## src/hsp_pkg.sv

```systemverilog
// hsp_pkg: shared constants for the two-slot hot-swap power sequencer
// assumes a 200 MHz mclk; every timing figure is turned into cycles here
package hsp_pkg;

    // ------------------------------------------------------------
    // clock and timing
    // ------------------------------------------------------------
    localparam int CLK_MHZ          = 200;
    localparam int POR_TIME_US      = 250;
    localparam int POR_CYCLES       = POR_TIME_US * CLK_MHZ;
    localparam int FLT_TIME_US      = 10;
    localparam int FLT_CYCLES       = FLT_TIME_US * CLK_MHZ;
    localparam int PULSE_TIME_NS    = 100;
    localparam int PULSE_CYCLES     = (PULSE_TIME_NS * CLK_MHZ + 999) / 1000;
    localparam int AUX_FLT_TIME_NS  = 1000;
    localparam int AUX_FLT_CYCLES   = AUX_FLT_TIME_NS * CLK_MHZ / 1000;
    localparam int CNT_W            = 24;

    // ------------------------------------------------------------
    // register map (word index = byte address / 4 is not used: plain port)
    // ------------------------------------------------------------
    localparam logic [3:0] REG_CTRL   = 4'h0;
    localparam logic [3:0] REG_STAT   = 4'h1;
    localparam logic [3:0] REG_MASK   = 4'h2;
    localparam logic [3:0] REG_PINS   = 4'h3;
    localparam logic [3:0] REG_IDENT  = 4'h4;

    // ctrl fields
    localparam int CTRL_MODE_BIT    = 0;
    localparam int CTRL_MAIN_A_BIT  = 1;
    localparam int CTRL_AUX_A_BIT   = 2;
    localparam int CTRL_MAIN_B_BIT  = 3;
    localparam int CTRL_AUX_B_BIT   = 4;
    localparam int CTRL_IMASK_BIT   = 5;

    // status fields: per slot {aux_oc, main_oc}, slot a low
    localparam int STAT_W           = 4;

    // reset values
    localparam logic [7:0] CTRL_RST = 8'h00;
    localparam logic [3:0] STAT_RST = 4'h0;
    localparam logic [3:0] MASK_RST = 4'h0;

    // arbitrary identification value
    localparam logic [7:0] IDENT_VAL = 8'h5a;

    // sequencer states
    typedef enum logic [1:0] {
        HSP_ST_WAIT,
        HSP_ST_QUAL,
        HSP_ST_CLEAR,
        HSP_ST_RUN
    } hsp_state_t;

endpackage

```

## src/hsp_sync.sv

```systemverilog
// hsp_sync: two-flip-flop synchroniser for a vector of pin levels
// assumes inputs are asynchronous to mclk
`timescale 1ns/1ps
module hsp_sync #(
    parameter int W = 1
) (
    input  wire logic         mclk,
    input  wire logic         sys_rst,
    input  wire logic [W-1:0] async_in,
    output logic      [W-1:0] sync_out
);
    import hsp_pkg::*;

    logic [W-1:0] meta_ff;

    // ------------------------------------------------------------
    // two stages; only the second stage is visible
    // ------------------------------------------------------------
    always_ff @(posedge mclk) begin
        if (sys_rst) begin
            meta_ff  <= '0;
            sync_out <= '0;
        end else begin
            meta_ff  <= async_in;
            sync_out <= meta_ff;
        end
    end
endmodule

```

## src/hsp_timer.sv

```systemverilog
// hsp_timer: qualification counter, restarts whenever its condition drops
// assumes cond is synchronous to mclk
`timescale 1ns/1ps
module hsp_timer #(
    parameter int LIMIT = 16
) (
    input  wire logic mclk,
    input  wire logic sys_rst,
    input  wire logic cond,
    output logic      done
);
    import hsp_pkg::*;

    logic [CNT_W-1:0] cnt_ff;
    logic [CNT_W-1:0] nxt_cnt;
    wire              at_limit = (cnt_ff >= CNT_W'(LIMIT - 1));

    // count up while cond holds, clear on drop
    assign nxt_cnt = !cond ? '0 : (at_limit ? cnt_ff : cnt_ff + 1'b1);

    always_ff @(posedge mclk) begin
        if (sys_rst) begin
            cnt_ff <= '0;
            done   <= 1'b0;
        end else begin
            cnt_ff <= nxt_cnt;
            done   <= cond && at_limit;
        end
    end
endmodule

```

## src/hsp_sequencer.sv

```systemverilog
// hsp_sequencer: digital core of a two-slot hot-swap power controller
// assumes pins arrive asynchronously; the register port is on mclk
`timescale 1ns/1ps
module hsp_sequencer #(
    parameter int POR_CNT = hsp_pkg::POR_CYCLES,
    parameter int FLT_CNT = hsp_pkg::FLT_CYCLES
) (
    input  wire logic       mclk,
    input  wire logic       sys_rst,
    input  wire logic       standby_supply,
    input  wire logic [1:0] slot_main_enable,
    input  wire logic [1:0] slot_aux_enable,
    input  wire logic [1:0] general_input_pin,
    input  wire logic [1:0] main_oc_detect,
    input  wire logic [1:0] aux_oc_detect,
    input  wire logic [3:0] reg_addr,
    input  wire logic [7:0] reg_wdata,
    input  wire logic       reg_wr,
    input  wire logic       reg_rd,
    output logic      [7:0] reg_rdata,
    output logic            reg_ready,
    output logic      [1:0] high_rail_gate_ctrl,
    output logic      [1:0] low_rail_gate_ctrl,
    output logic      [1:0] gate_cc_en,
    output logic      [1:0] aux_output,
    output logic      [1:0] slot_fault_n,
    output logic            irq_n
);
    import hsp_pkg::*;

    // ------------------------------------------------------------
    // pin synchronisers
    // ------------------------------------------------------------
    logic [9:0] pin_s;

    hsp_sync #(.W(10)) u_sync (
        .mclk     (mclk),
        .sys_rst  (sys_rst),
        .async_in ({aux_oc_detect, main_oc_detect, general_input_pin,
                    slot_aux_enable, slot_main_enable}),
        .sync_out (pin_s)
    );

    wire [1:0] main_en_s = pin_s[1:0];
    wire [1:0] aux_en_s  = pin_s[3:2];
    wire [1:0] gpi_s     = pin_s[5:4];
    wire [1:0] moc_s     = pin_s[7:6];
    wire [1:0] aoc_s     = pin_s[9:8];

    logic stby_m_ff;
    logic stby_s_ff;

    // standby level crossing
    always_ff @(posedge mclk) begin
        if (sys_rst) begin
            stby_m_ff <= 1'b0;
            stby_s_ff <= 1'b0;
        end else begin
            stby_m_ff <= standby_supply;
            stby_s_ff <= stby_m_ff;
        end
    end

    // ------------------------------------------------------------
    // power-on reset sequencing
    // ------------------------------------------------------------
    hsp_state_t state_ff;
    hsp_state_t nxt_state;
    logic       por_done;

    hsp_timer #(.LIMIT(POR_CNT)) u_por (
        .mclk    (mclk),
        .sys_rst (sys_rst),
        .cond    (stby_s_ff),
        .done    (por_done)
    );

    // any dropout forces back to wait
    always_comb begin
        nxt_state = state_ff;
        unique case (state_ff)
            HSP_ST_WAIT:  if (stby_s_ff) nxt_state = HSP_ST_QUAL;
            HSP_ST_QUAL:  if (por_done) nxt_state = HSP_ST_CLEAR;
            HSP_ST_CLEAR: nxt_state = HSP_ST_RUN;
            HSP_ST_RUN:   nxt_state = HSP_ST_RUN;
        endcase
        if (!stby_s_ff) nxt_state = HSP_ST_WAIT;
    end

    always_ff @(posedge mclk) begin
        if (sys_rst) state_ff <= HSP_ST_WAIT;
        else         state_ff <= nxt_state;
    end

    wire running  = (state_ff == HSP_ST_RUN);
    wire clearing = (state_ff != HSP_ST_RUN);

    // ------------------------------------------------------------
    // register decode
    // ------------------------------------------------------------
    logic [7:0]        ctrl_ff;
    logic [STAT_W-1:0] stat_ff;
    logic [STAT_W-1:0] mask_ff;

    wire acc_ok   = running;
    wire wr_ok    = reg_wr && acc_ok;
    wire rd_ok    = reg_rd && acc_ok;
    wire wr_ctrl  = wr_ok && (reg_addr == REG_CTRL);
    wire wr_stat  = wr_ok && (reg_addr == REG_STAT);
    wire wr_mask  = wr_ok && (reg_addr == REG_MASK);
    wire rd_stat  = rd_ok && (reg_addr == REG_STAT);
    wire pin_mode = ctrl_ff[CTRL_MODE_BIT];

    // in pin mode the power bits keep their value, other bits still written
    wire [7:0] pwr_bits = 8'h1e;
    wire [7:0] wr_keep  = pin_mode ? pwr_bits : 8'h00;
    wire [7:0] nxt_ctrl = clearing ? CTRL_RST :
                          wr_ctrl ? ((reg_wdata & ~wr_keep) | (ctrl_ff & wr_keep)) : ctrl_ff;

    // ------------------------------------------------------------
    // slot power and faults, one generate per slot
    // ------------------------------------------------------------
    logic [1:0] main_req;
    logic [1:0] aux_req;
    logic [1:0] main_trip_ff;
    logic [1:0] aux_trip_ff;
    logic [1:0] main_flt_done;
    logic [1:0] aux_flt_done;
    logic [STAT_W-1:0] fault_evt;

    genvar s;
    generate
        for (s = 0; s < 2; s++) begin : g_slot
            // path selection by mode
            assign main_req[s] = pin_mode ? main_en_s[s] : ctrl_ff[CTRL_MAIN_A_BIT + 2*s];
            assign aux_req[s]  = pin_mode ? aux_en_s[s]  : ctrl_ff[CTRL_AUX_A_BIT + 2*s];

            hsp_timer #(.LIMIT(FLT_CNT)) u_mflt (
                .mclk    (mclk),
                .sys_rst (sys_rst),
                .cond    (moc_s[s] && main_req[s] && !main_trip_ff[s]),
                .done    (main_flt_done[s])
            );

            hsp_timer #(.LIMIT(1)) u_aflt (
                .mclk    (mclk),
                .sys_rst (sys_rst),
                .cond    (aoc_s[s] && aux_req[s] && !aux_trip_ff[s]),
                .done    (aux_flt_done[s])
            );

            assign fault_evt[2*s]   = main_flt_done[s];
            assign fault_evt[2*s+1] = aux_flt_done[s];

            // trips latch until the request is withdrawn
            always_ff @(posedge mclk) begin
                if (sys_rst || clearing) begin
                    main_trip_ff[s] <= 1'b0;
                    aux_trip_ff[s]  <= 1'b0;
                end else begin
                    main_trip_ff[s] <= main_req[s] && (main_trip_ff[s] || main_flt_done[s]);
                    aux_trip_ff[s]  <= aux_req[s] && (aux_trip_ff[s] || aux_flt_done[s]);
                end
            end

            wire main_on = running && main_req[s] && !main_trip_ff[s] && !main_flt_done[s];
            wire aux_on  = running && aux_req[s] && !aux_trip_ff[s] && !aux_flt_done[s];

            // gate drive: off pulls high rail high, low rail low
            always_ff @(posedge mclk) begin
                if (sys_rst) begin
                    high_rail_gate_ctrl[s] <= 1'b1;
                    low_rail_gate_ctrl[s]  <= 1'b0;
                    gate_cc_en[s]          <= 1'b0;
                    aux_output[s]          <= 1'b0;
                    slot_fault_n[s]        <= 1'b1;
                end else begin
                    high_rail_gate_ctrl[s] <= !main_on;
                    low_rail_gate_ctrl[s]  <= main_on;
                    gate_cc_en[s]          <= main_on;
                    aux_output[s]          <= aux_on;
                    slot_fault_n[s]        <= !(pin_mode && (main_trip_ff[s] || aux_trip_ff[s]
                                               || aux_flt_done[s]));
                end
            end
        end
    endgenerate

    // ------------------------------------------------------------
    // status, mask and interrupt
    // ------------------------------------------------------------
    // set wins over write-one-to-clear and read-clear
    wire [STAT_W-1:0] clr_bits = (wr_stat ? reg_wdata[STAT_W-1:0] : '0)
                               | (rd_stat ? {STAT_W{1'b1}} : '0);
    wire [STAT_W-1:0] nxt_stat = clearing ? STAT_RST
                               : ((stat_ff & ~clr_bits) | fault_evt);
    wire [STAT_W-1:0] nxt_mask = clearing ? MASK_RST : (wr_mask ? reg_wdata[STAT_W-1:0] : mask_ff);
    wire              irq_on   = |(nxt_stat & ~nxt_mask) && !ctrl_ff[CTRL_IMASK_BIT];

    // read mux
    wire [7:0] rd_mux = (reg_addr == REG_CTRL)  ? ctrl_ff :
                        (reg_addr == REG_STAT)  ? {4'h0, stat_ff} :
                        (reg_addr == REG_MASK)  ? {4'h0, mask_ff} :
                        (reg_addr == REG_PINS)  ? {6'h00, gpi_s} :
                        (reg_addr == REG_IDENT) ? IDENT_VAL : 8'h00;

    always_ff @(posedge mclk) begin
        if (sys_rst) begin
            ctrl_ff   <= CTRL_RST;
            stat_ff   <= STAT_RST;
            mask_ff   <= MASK_RST;
            reg_rdata <= 8'h00;
            reg_ready <= 1'b0;
            irq_n     <= 1'b1;
        end else begin
            ctrl_ff   <= nxt_ctrl;
            stat_ff   <= nxt_stat;
            mask_ff   <= nxt_mask;
            reg_rdata <= rd_ok ? rd_mux : 8'h00;
            reg_ready <= running;
            irq_n     <= !(irq_on && !clearing);
        end
    end
endmodule

```

## config.mk

```make
export PLATFORM = sky130hd
export DESIGN_NAME = hsp_sequencer
export DESIGN_NICKNAME = d
export VERILOG_FILES = /design/src/hsp_pkg.sv /design/src/hsp_sync.sv /design/src/hsp_timer.sv /design/src/hsp_sequencer.sv
export SDC_FILE = /design/constraint.sdc
export NUM_CORES = 1
export LEC_CHECK = 0
export BUFFER_PORTS_ARGS = -buffer_cell sky130_fd_sc_hd__buf_2
export CAP_MARGIN = 20
export CELL_PAD_IN_SITES_DETAIL_PLACEMENT = 1
export CELL_PAD_IN_SITES_GLOBAL_PLACEMENT = 1
export CORE_MARGIN = 2
export CORE_UTILIZATION = 40
export DETAILED_ROUTE_END_ITERATION = 12
export PLACE_DENSITY_LB_ADDON = 0.1
export SETUP_SLACK_MARGIN = 0.1
export SLEW_MARGIN = 20
export SYNTH_ARGS = -nofsm -noshare
export SYNTH_HDL_FRONTEND = slang
export SYNTH_SLANG_ARGS = --single-unit
```

## constraint.sdc

```tcl
create_clock -name mclk -period 3.21 [get_ports mclk]
set_input_delay 0.321 -clock mclk [delete_from_list [all_inputs] [get_ports mclk]]
set_output_delay 0.321 -clock mclk [all_outputs]
set_load 0.01 [all_outputs]
```

Word level (Yosys, flattened, before mapping)

Index checks and enable logic that the tools add are counted.
W data, S select, Z words.

Register bits: 187
Word-level logic and storage cells: 159
Output and inout port bits: 20
Input bits: 27

Reduce and logical (&&, ||, !) cells: 74
Order comparisons: 5
Add/sub/neg operators: 5
Multiplexer cells: 17
Eq/ne operators: 9
Bitwise logic cells: 16

Operator list:

| cell                    | count |
|---|---|
| $add A24 B1 Y24 const B | 5 |
| $ge A24 B1 Y1 const B   | 2 |
| $ge A24 B11 Y1 const B  | 2 |
| $logic_and A1 B1 Y1     | 39 |
| $mux W7                 | 4 |
| $ge A24 B16 Y1 const B  | 1 |
| $mux W4                 | 5 |
| $reduce_or A2 Y1        | 8 |
| $logic_not A1 Y1        | 15 |
| $logic_or A1 B1 Y1      | 9 |
| $and A4 B4 Y4           | 2 |
| $and A8 B5 Y8           | 1 |
| $and A8 B8 Y8           | 1 |
| $eq A4 B2 Y1 const B    | 2 |
| $mux W8                 | 1 |
| $not A4 Y4              | 2 |
| $not A5 Y8              | 1 |
| $or A4 B4 Y4            | 2 |
| $or A8 B8 Y8            | 1 |
| $not A1 Y1              | 6 |
| $pmux W2 S3             | 1 |
| $mux W5                 | 1 |
| $eq A2 B2 Y1 const B    | 2 |
| $eq A4 B1 Y1 const B    | 1 |
| 9 further kinds         | 12 |

Longest topological paths before layout

Depth in word-level cells: 14
Depth in mapped cells: 7

By module

Synthesis repeated with hierarchy kept, for this count alone.

Cells, all modules: 562
Area, all modules: 5582.9 um^2

Modules (own cells, without submodules):

| module                            | times used | cells an instance | area an instance (um^2) |
|---|---|---|---|
| hsp_timer at g_slot[0].u_mflt ... | 2          | 104               | 994.7 |
| hsp_sequencer                     | 1          | 184               | 1737.9 |
| hsp_timer at u_por                | 1          | 124               | 1169.9 |
| hsp_sync                          | 1          | 42                | 618.1 |
| hsp_timer at g_slot[0].u_aflt ... | 2          | 2                 | 33.8 |

Least setup slack after synthesis

No wires, ideal clock.

Path kind: register to register
Start: register g_slot[0].u_mflt.cnt_ff[0]
End: register g_slot[0].u_mflt.cnt_ff[6]
Slack: 1.177 ns
Period minus slack after synthesis: 2.033 ns
Required time: 3.082 ns
Cell stages (with the launch flop): 8
Library setup time: 0.128 ns
Arrival time: 1.905 ns
Cells stage by stage: dfxtp_1 > ha_1 > a311o_1 > and4_1 > clkbuf_1 > or4_1 > xor2_1 > nor2_1

Longest elaborated chain between the ends: 1

RTL lines:

| element                                                  | RTL line                         | text |
|---|---|---|
| start, declared                                          | hsp_timer.sv:14                  | `logic [CNT_W-1:0] cnt_ff;` |
| start signal, assigned                                   | hsp_timer.sv:26                  | `cnt_ff <= nxt_cnt;` |
| $add A24 B1 Y24 / $ge A24 B11 Y1 (equally long branches) | hsp_timer.sv:19, hsp_timer.sv:16 |  |

Several ways; a longest one is shown, not always the timed one.
A chain may end at the register's enable or synchronous reset.

Worst setup path after layout

Start: register u_por.cnt_ff[0]
End: register u_por.cnt_ff[12]

Longest elaborated chain between the ends: 1

RTL lines:

| element                                                  | RTL line |
|---|---|
| start, declared                                          | hsp_timer.sv:14 |
| start signal, assigned                                   | hsp_timer.sv:26 |
| $add A24 B1 Y24 / $ge A24 B16 Y1 (equally long branches) | hsp_timer.sv:19, hsp_timer.sv:16 |

Several ways; a longest one is shown, not always the timed one.

==> results.md <==
- Status: completed
- Fin. Hold Viols: 0
- Slew headroom: 49.40%
- Startpoint Class: flop
- Die area: 13730 um^2
- Non-Filler Instances: 766
- Routed vias: 3875
- Post-synth ARST share: 0%
- Die H: 117.2 um
- Min-delay worst type: primary input to flop
- Post-CTS setup buffers: 0
- Vias in the first global route: 3935
- Synthesized flop and latch total: 139
- Register area: 2783 um^2
- Mapped Cells: 538
- # DRC: 0
- Syn Area/Cell: 9.521 um^2
- PD cells: 593.6 nW/um^2
- Critical path type: flop to flop
- Max IR drop VDD: 0.4083 mV
- Fill cell count: 1457
- Max-slew violation count: 0
- DRT Wirelength: 11390 um
- Syn Std Cell Area: 5122 um^2
- Synth warn: 0
- Final min period: 2.220 ns
- Final #Nets: 612
- Top-count cell post-synth: dfxtp_1
- CORE AREA: 12570 um^2
- Type of element capturing the critical path: flop
- Multi-input logic area: 2187 um^2
- All-layer global routing usage: 18.24%
- Setup WS pre-CTS: 0.9717 ns
- Int Pwr: 2.803 mW
- F_max: 450.4 MHz
- Post-cts hold buffer count: 0
- Drt pass-1 iters: 4
- EDFF count, synth: 0
- RSZ-0062 raised after global routing: no
- Initial antenna violation count: 0
- Synth unique cells: 50
- FP Rows: 41
- Switching Share: 21.56%
- Final setup vio count: 0
- Post-route ant nets: 0
- Sequential share of power: 48.8%
- Setup TNS: 0 ns
- Largest net degree at the start of global routing: 26
- Post-placement cell count: 735
- Reg clk slew, reported paths: 0.06 ns
- Synthesized Nets: 568
- Crit path DAT: 2.53 ns
- Tcrit/Tclk final: 69.17%
- Top_reg_cell synth: dfxtp_1
- PortBufs: 46
- Critical Path RT: 3.52 ns
- Avg WL per Cell: 14.87 um
- Combinational power share: 1.7%
- Share of cells above drive strength 1: 15.15%
- Seq/Total Area, Yosys: 54.32%
- Root Buffer: clkbuf_16
- Worst-margin pin slew: 0.7557 ns
- Switch Pwr: 0.7704 mW
- Synth area leaders: dfxtp_1 (54%), nor2_1 (5.8%), and2_1 (4.5%)
- Vias/cell: 5.059
- CTS buffer count: 17
- CTS tree: done
- DP Wirelength: 7934 um
- Max Cap Viol: 0
- Num ports: 47
- Sink Count: 139
- Antenna cells: 0
- # H-tree levels: 4
- Worst-Skew Late Latency: 0.42 ns
- Commonest cells in the netlist: dfxtp_1 (139), nor2_1 (79), and2_1 (37)
- Clock buffer depth: 2
- Critical Path Fanout Max: 8
- Iter 0 DRT Violations: 251
- Global-route wire length before repair: 19270 um
- Skew final: 0.005797 ns
- Worst hold slack: 0.1108 ns
- Die X: 117.2 um
- GRT overflow: 0
- Total power: 3.574 mW
- Synth top area share: 54.32%
- Initial core utilization: 40.76%
- Clock power frac: 49.6%
- Synth area leader: dfxtp_1
- Final worst slack: 0.9898 ns
- Pleak: 2.178 nW
- Post-cts repair resize count: 0
- GP Congestion: 0.8406
- Synth-to-Final Area Change: 17.54%
cell families (layout without fill, tap and decap cells):
logic type / Yosys count / after routing / share of synthesized area, %
and+or+nand+nor: 269 / 269 / 27.31
DFF: 139 / 139 / 54.32
AOI/OAI and AO/OA: 52 / 52 / 6.888
buffers and inverters: 34 / 90 / 2.980
xor gates and xnor gates: 26 / 26 / 4.446
muxes: 15 / 15 / 3.322
adders and majority gates: 3 / 3 / 0.7329
path summary, 6_finish.rpt:
path / slack (ns) / depth (start not counted) / from / endpoint
worst min register to register: 0.44 / 1 / u_sync.meta_ff[4] / u_sync.sync_out[4]
worst max register to register: 0.99 / 7 / u_por.cnt_ff[0] / u_por.cnt_ff[12]
worst max-delay path: 0.99 / 7 / u_por.cnt_ff[0] / u_por.cnt_ff[12]
worst min-delay path: 0.11 / 2 / aux_oc_detect[1] / u_sync.meta_ff[9]
power by group through the flow:
| stage | registers, mW | logic (mW) | clock network (mW) |
|---|---|---|---|
| 6_report | 1.74 | 0.0594 | 1.77 |
| 5_1_grt | 1.74 | 0.0665 | 1.89 |
| 2_1_floorplan | 1.78 | 0.0328 | 0 |
| 3_5_place_dp | 1.78 | 0.0600 | 0 |
| 4_1_cts | 1.74 | 0.0603 | 1.82 |
| 3_3_place_gp | 1.78 | 0.0589 | 0 |
layout make-up:
| type | instances | share of cell area [%] |
|---|---|---|
| clock buffer | 20 | 7.751 |
| clock inverter | 11 | 1.185 |
| inverter | 8 | 0.4988 |
| multi-input combinational | 365 | 36.33 |
| sequential | 139 | 46.22 |
| tap | 172 | 3.574 |
| timing repair buffer | 51 | 4.447 |
state kept, by name (all words and copies together) (netlist names), 4 cells and up, named ones only:
signal,cells
g_slot.u_mflt.cnt_ff,48
u_por.cnt_ff,24
u_sync.meta_ff,10
u_sync.sync_out,10
reg_rdata,8
ctrl_ff,4
mask_ff,4
stat_ff,4
per-layer routing:
layer,routed length (um),track usage [%]
met4,162,6.431
met5,0,0
met1,5460,23.12
met2,5440,29.96
met3,329,4.995
through the flow:
stage | area (um^2) | util [%]
2_1_floorplan | 5122 | -
3_3_place_gp | 5483 | 43.62
3_5_place_dp | 5483 | 43.62
4_1_cts | 6021 | 47.90
5_1_grt | 6021 | 47.90
6_report | 6021 | 47.90
critical path, stage by stage (launching register included):
cell	delay [ns]
dfxtp_1	0.37
ha_1	0.23
nand3_1	0.15
a2111oi_2	0.44
buf_4	0.24
or2_0	0.33
o311ai_0	0.23
o41ai_1	0.12
cell usage in the layout (no fill, tap or decap), types with 7 or more instances in the layout:
cell	netlist	layout
nand3_1	20	20
a21oi_1	15	15
xnor2_1	25	25
nor3_1	17	17
mux2i_1	11	11
clkbuf_16	0	17
dfxtp_1	139	139
nor4_1	21	21
nor2b_1	26	26
nor2_1	79	79
nand2_1	30	30
buf_2	2	46
o21ai_0	7	7
nand4_1	9	9
and2_1	37	37
inv_1	8	8
Power figures use the tool's default switching activity.
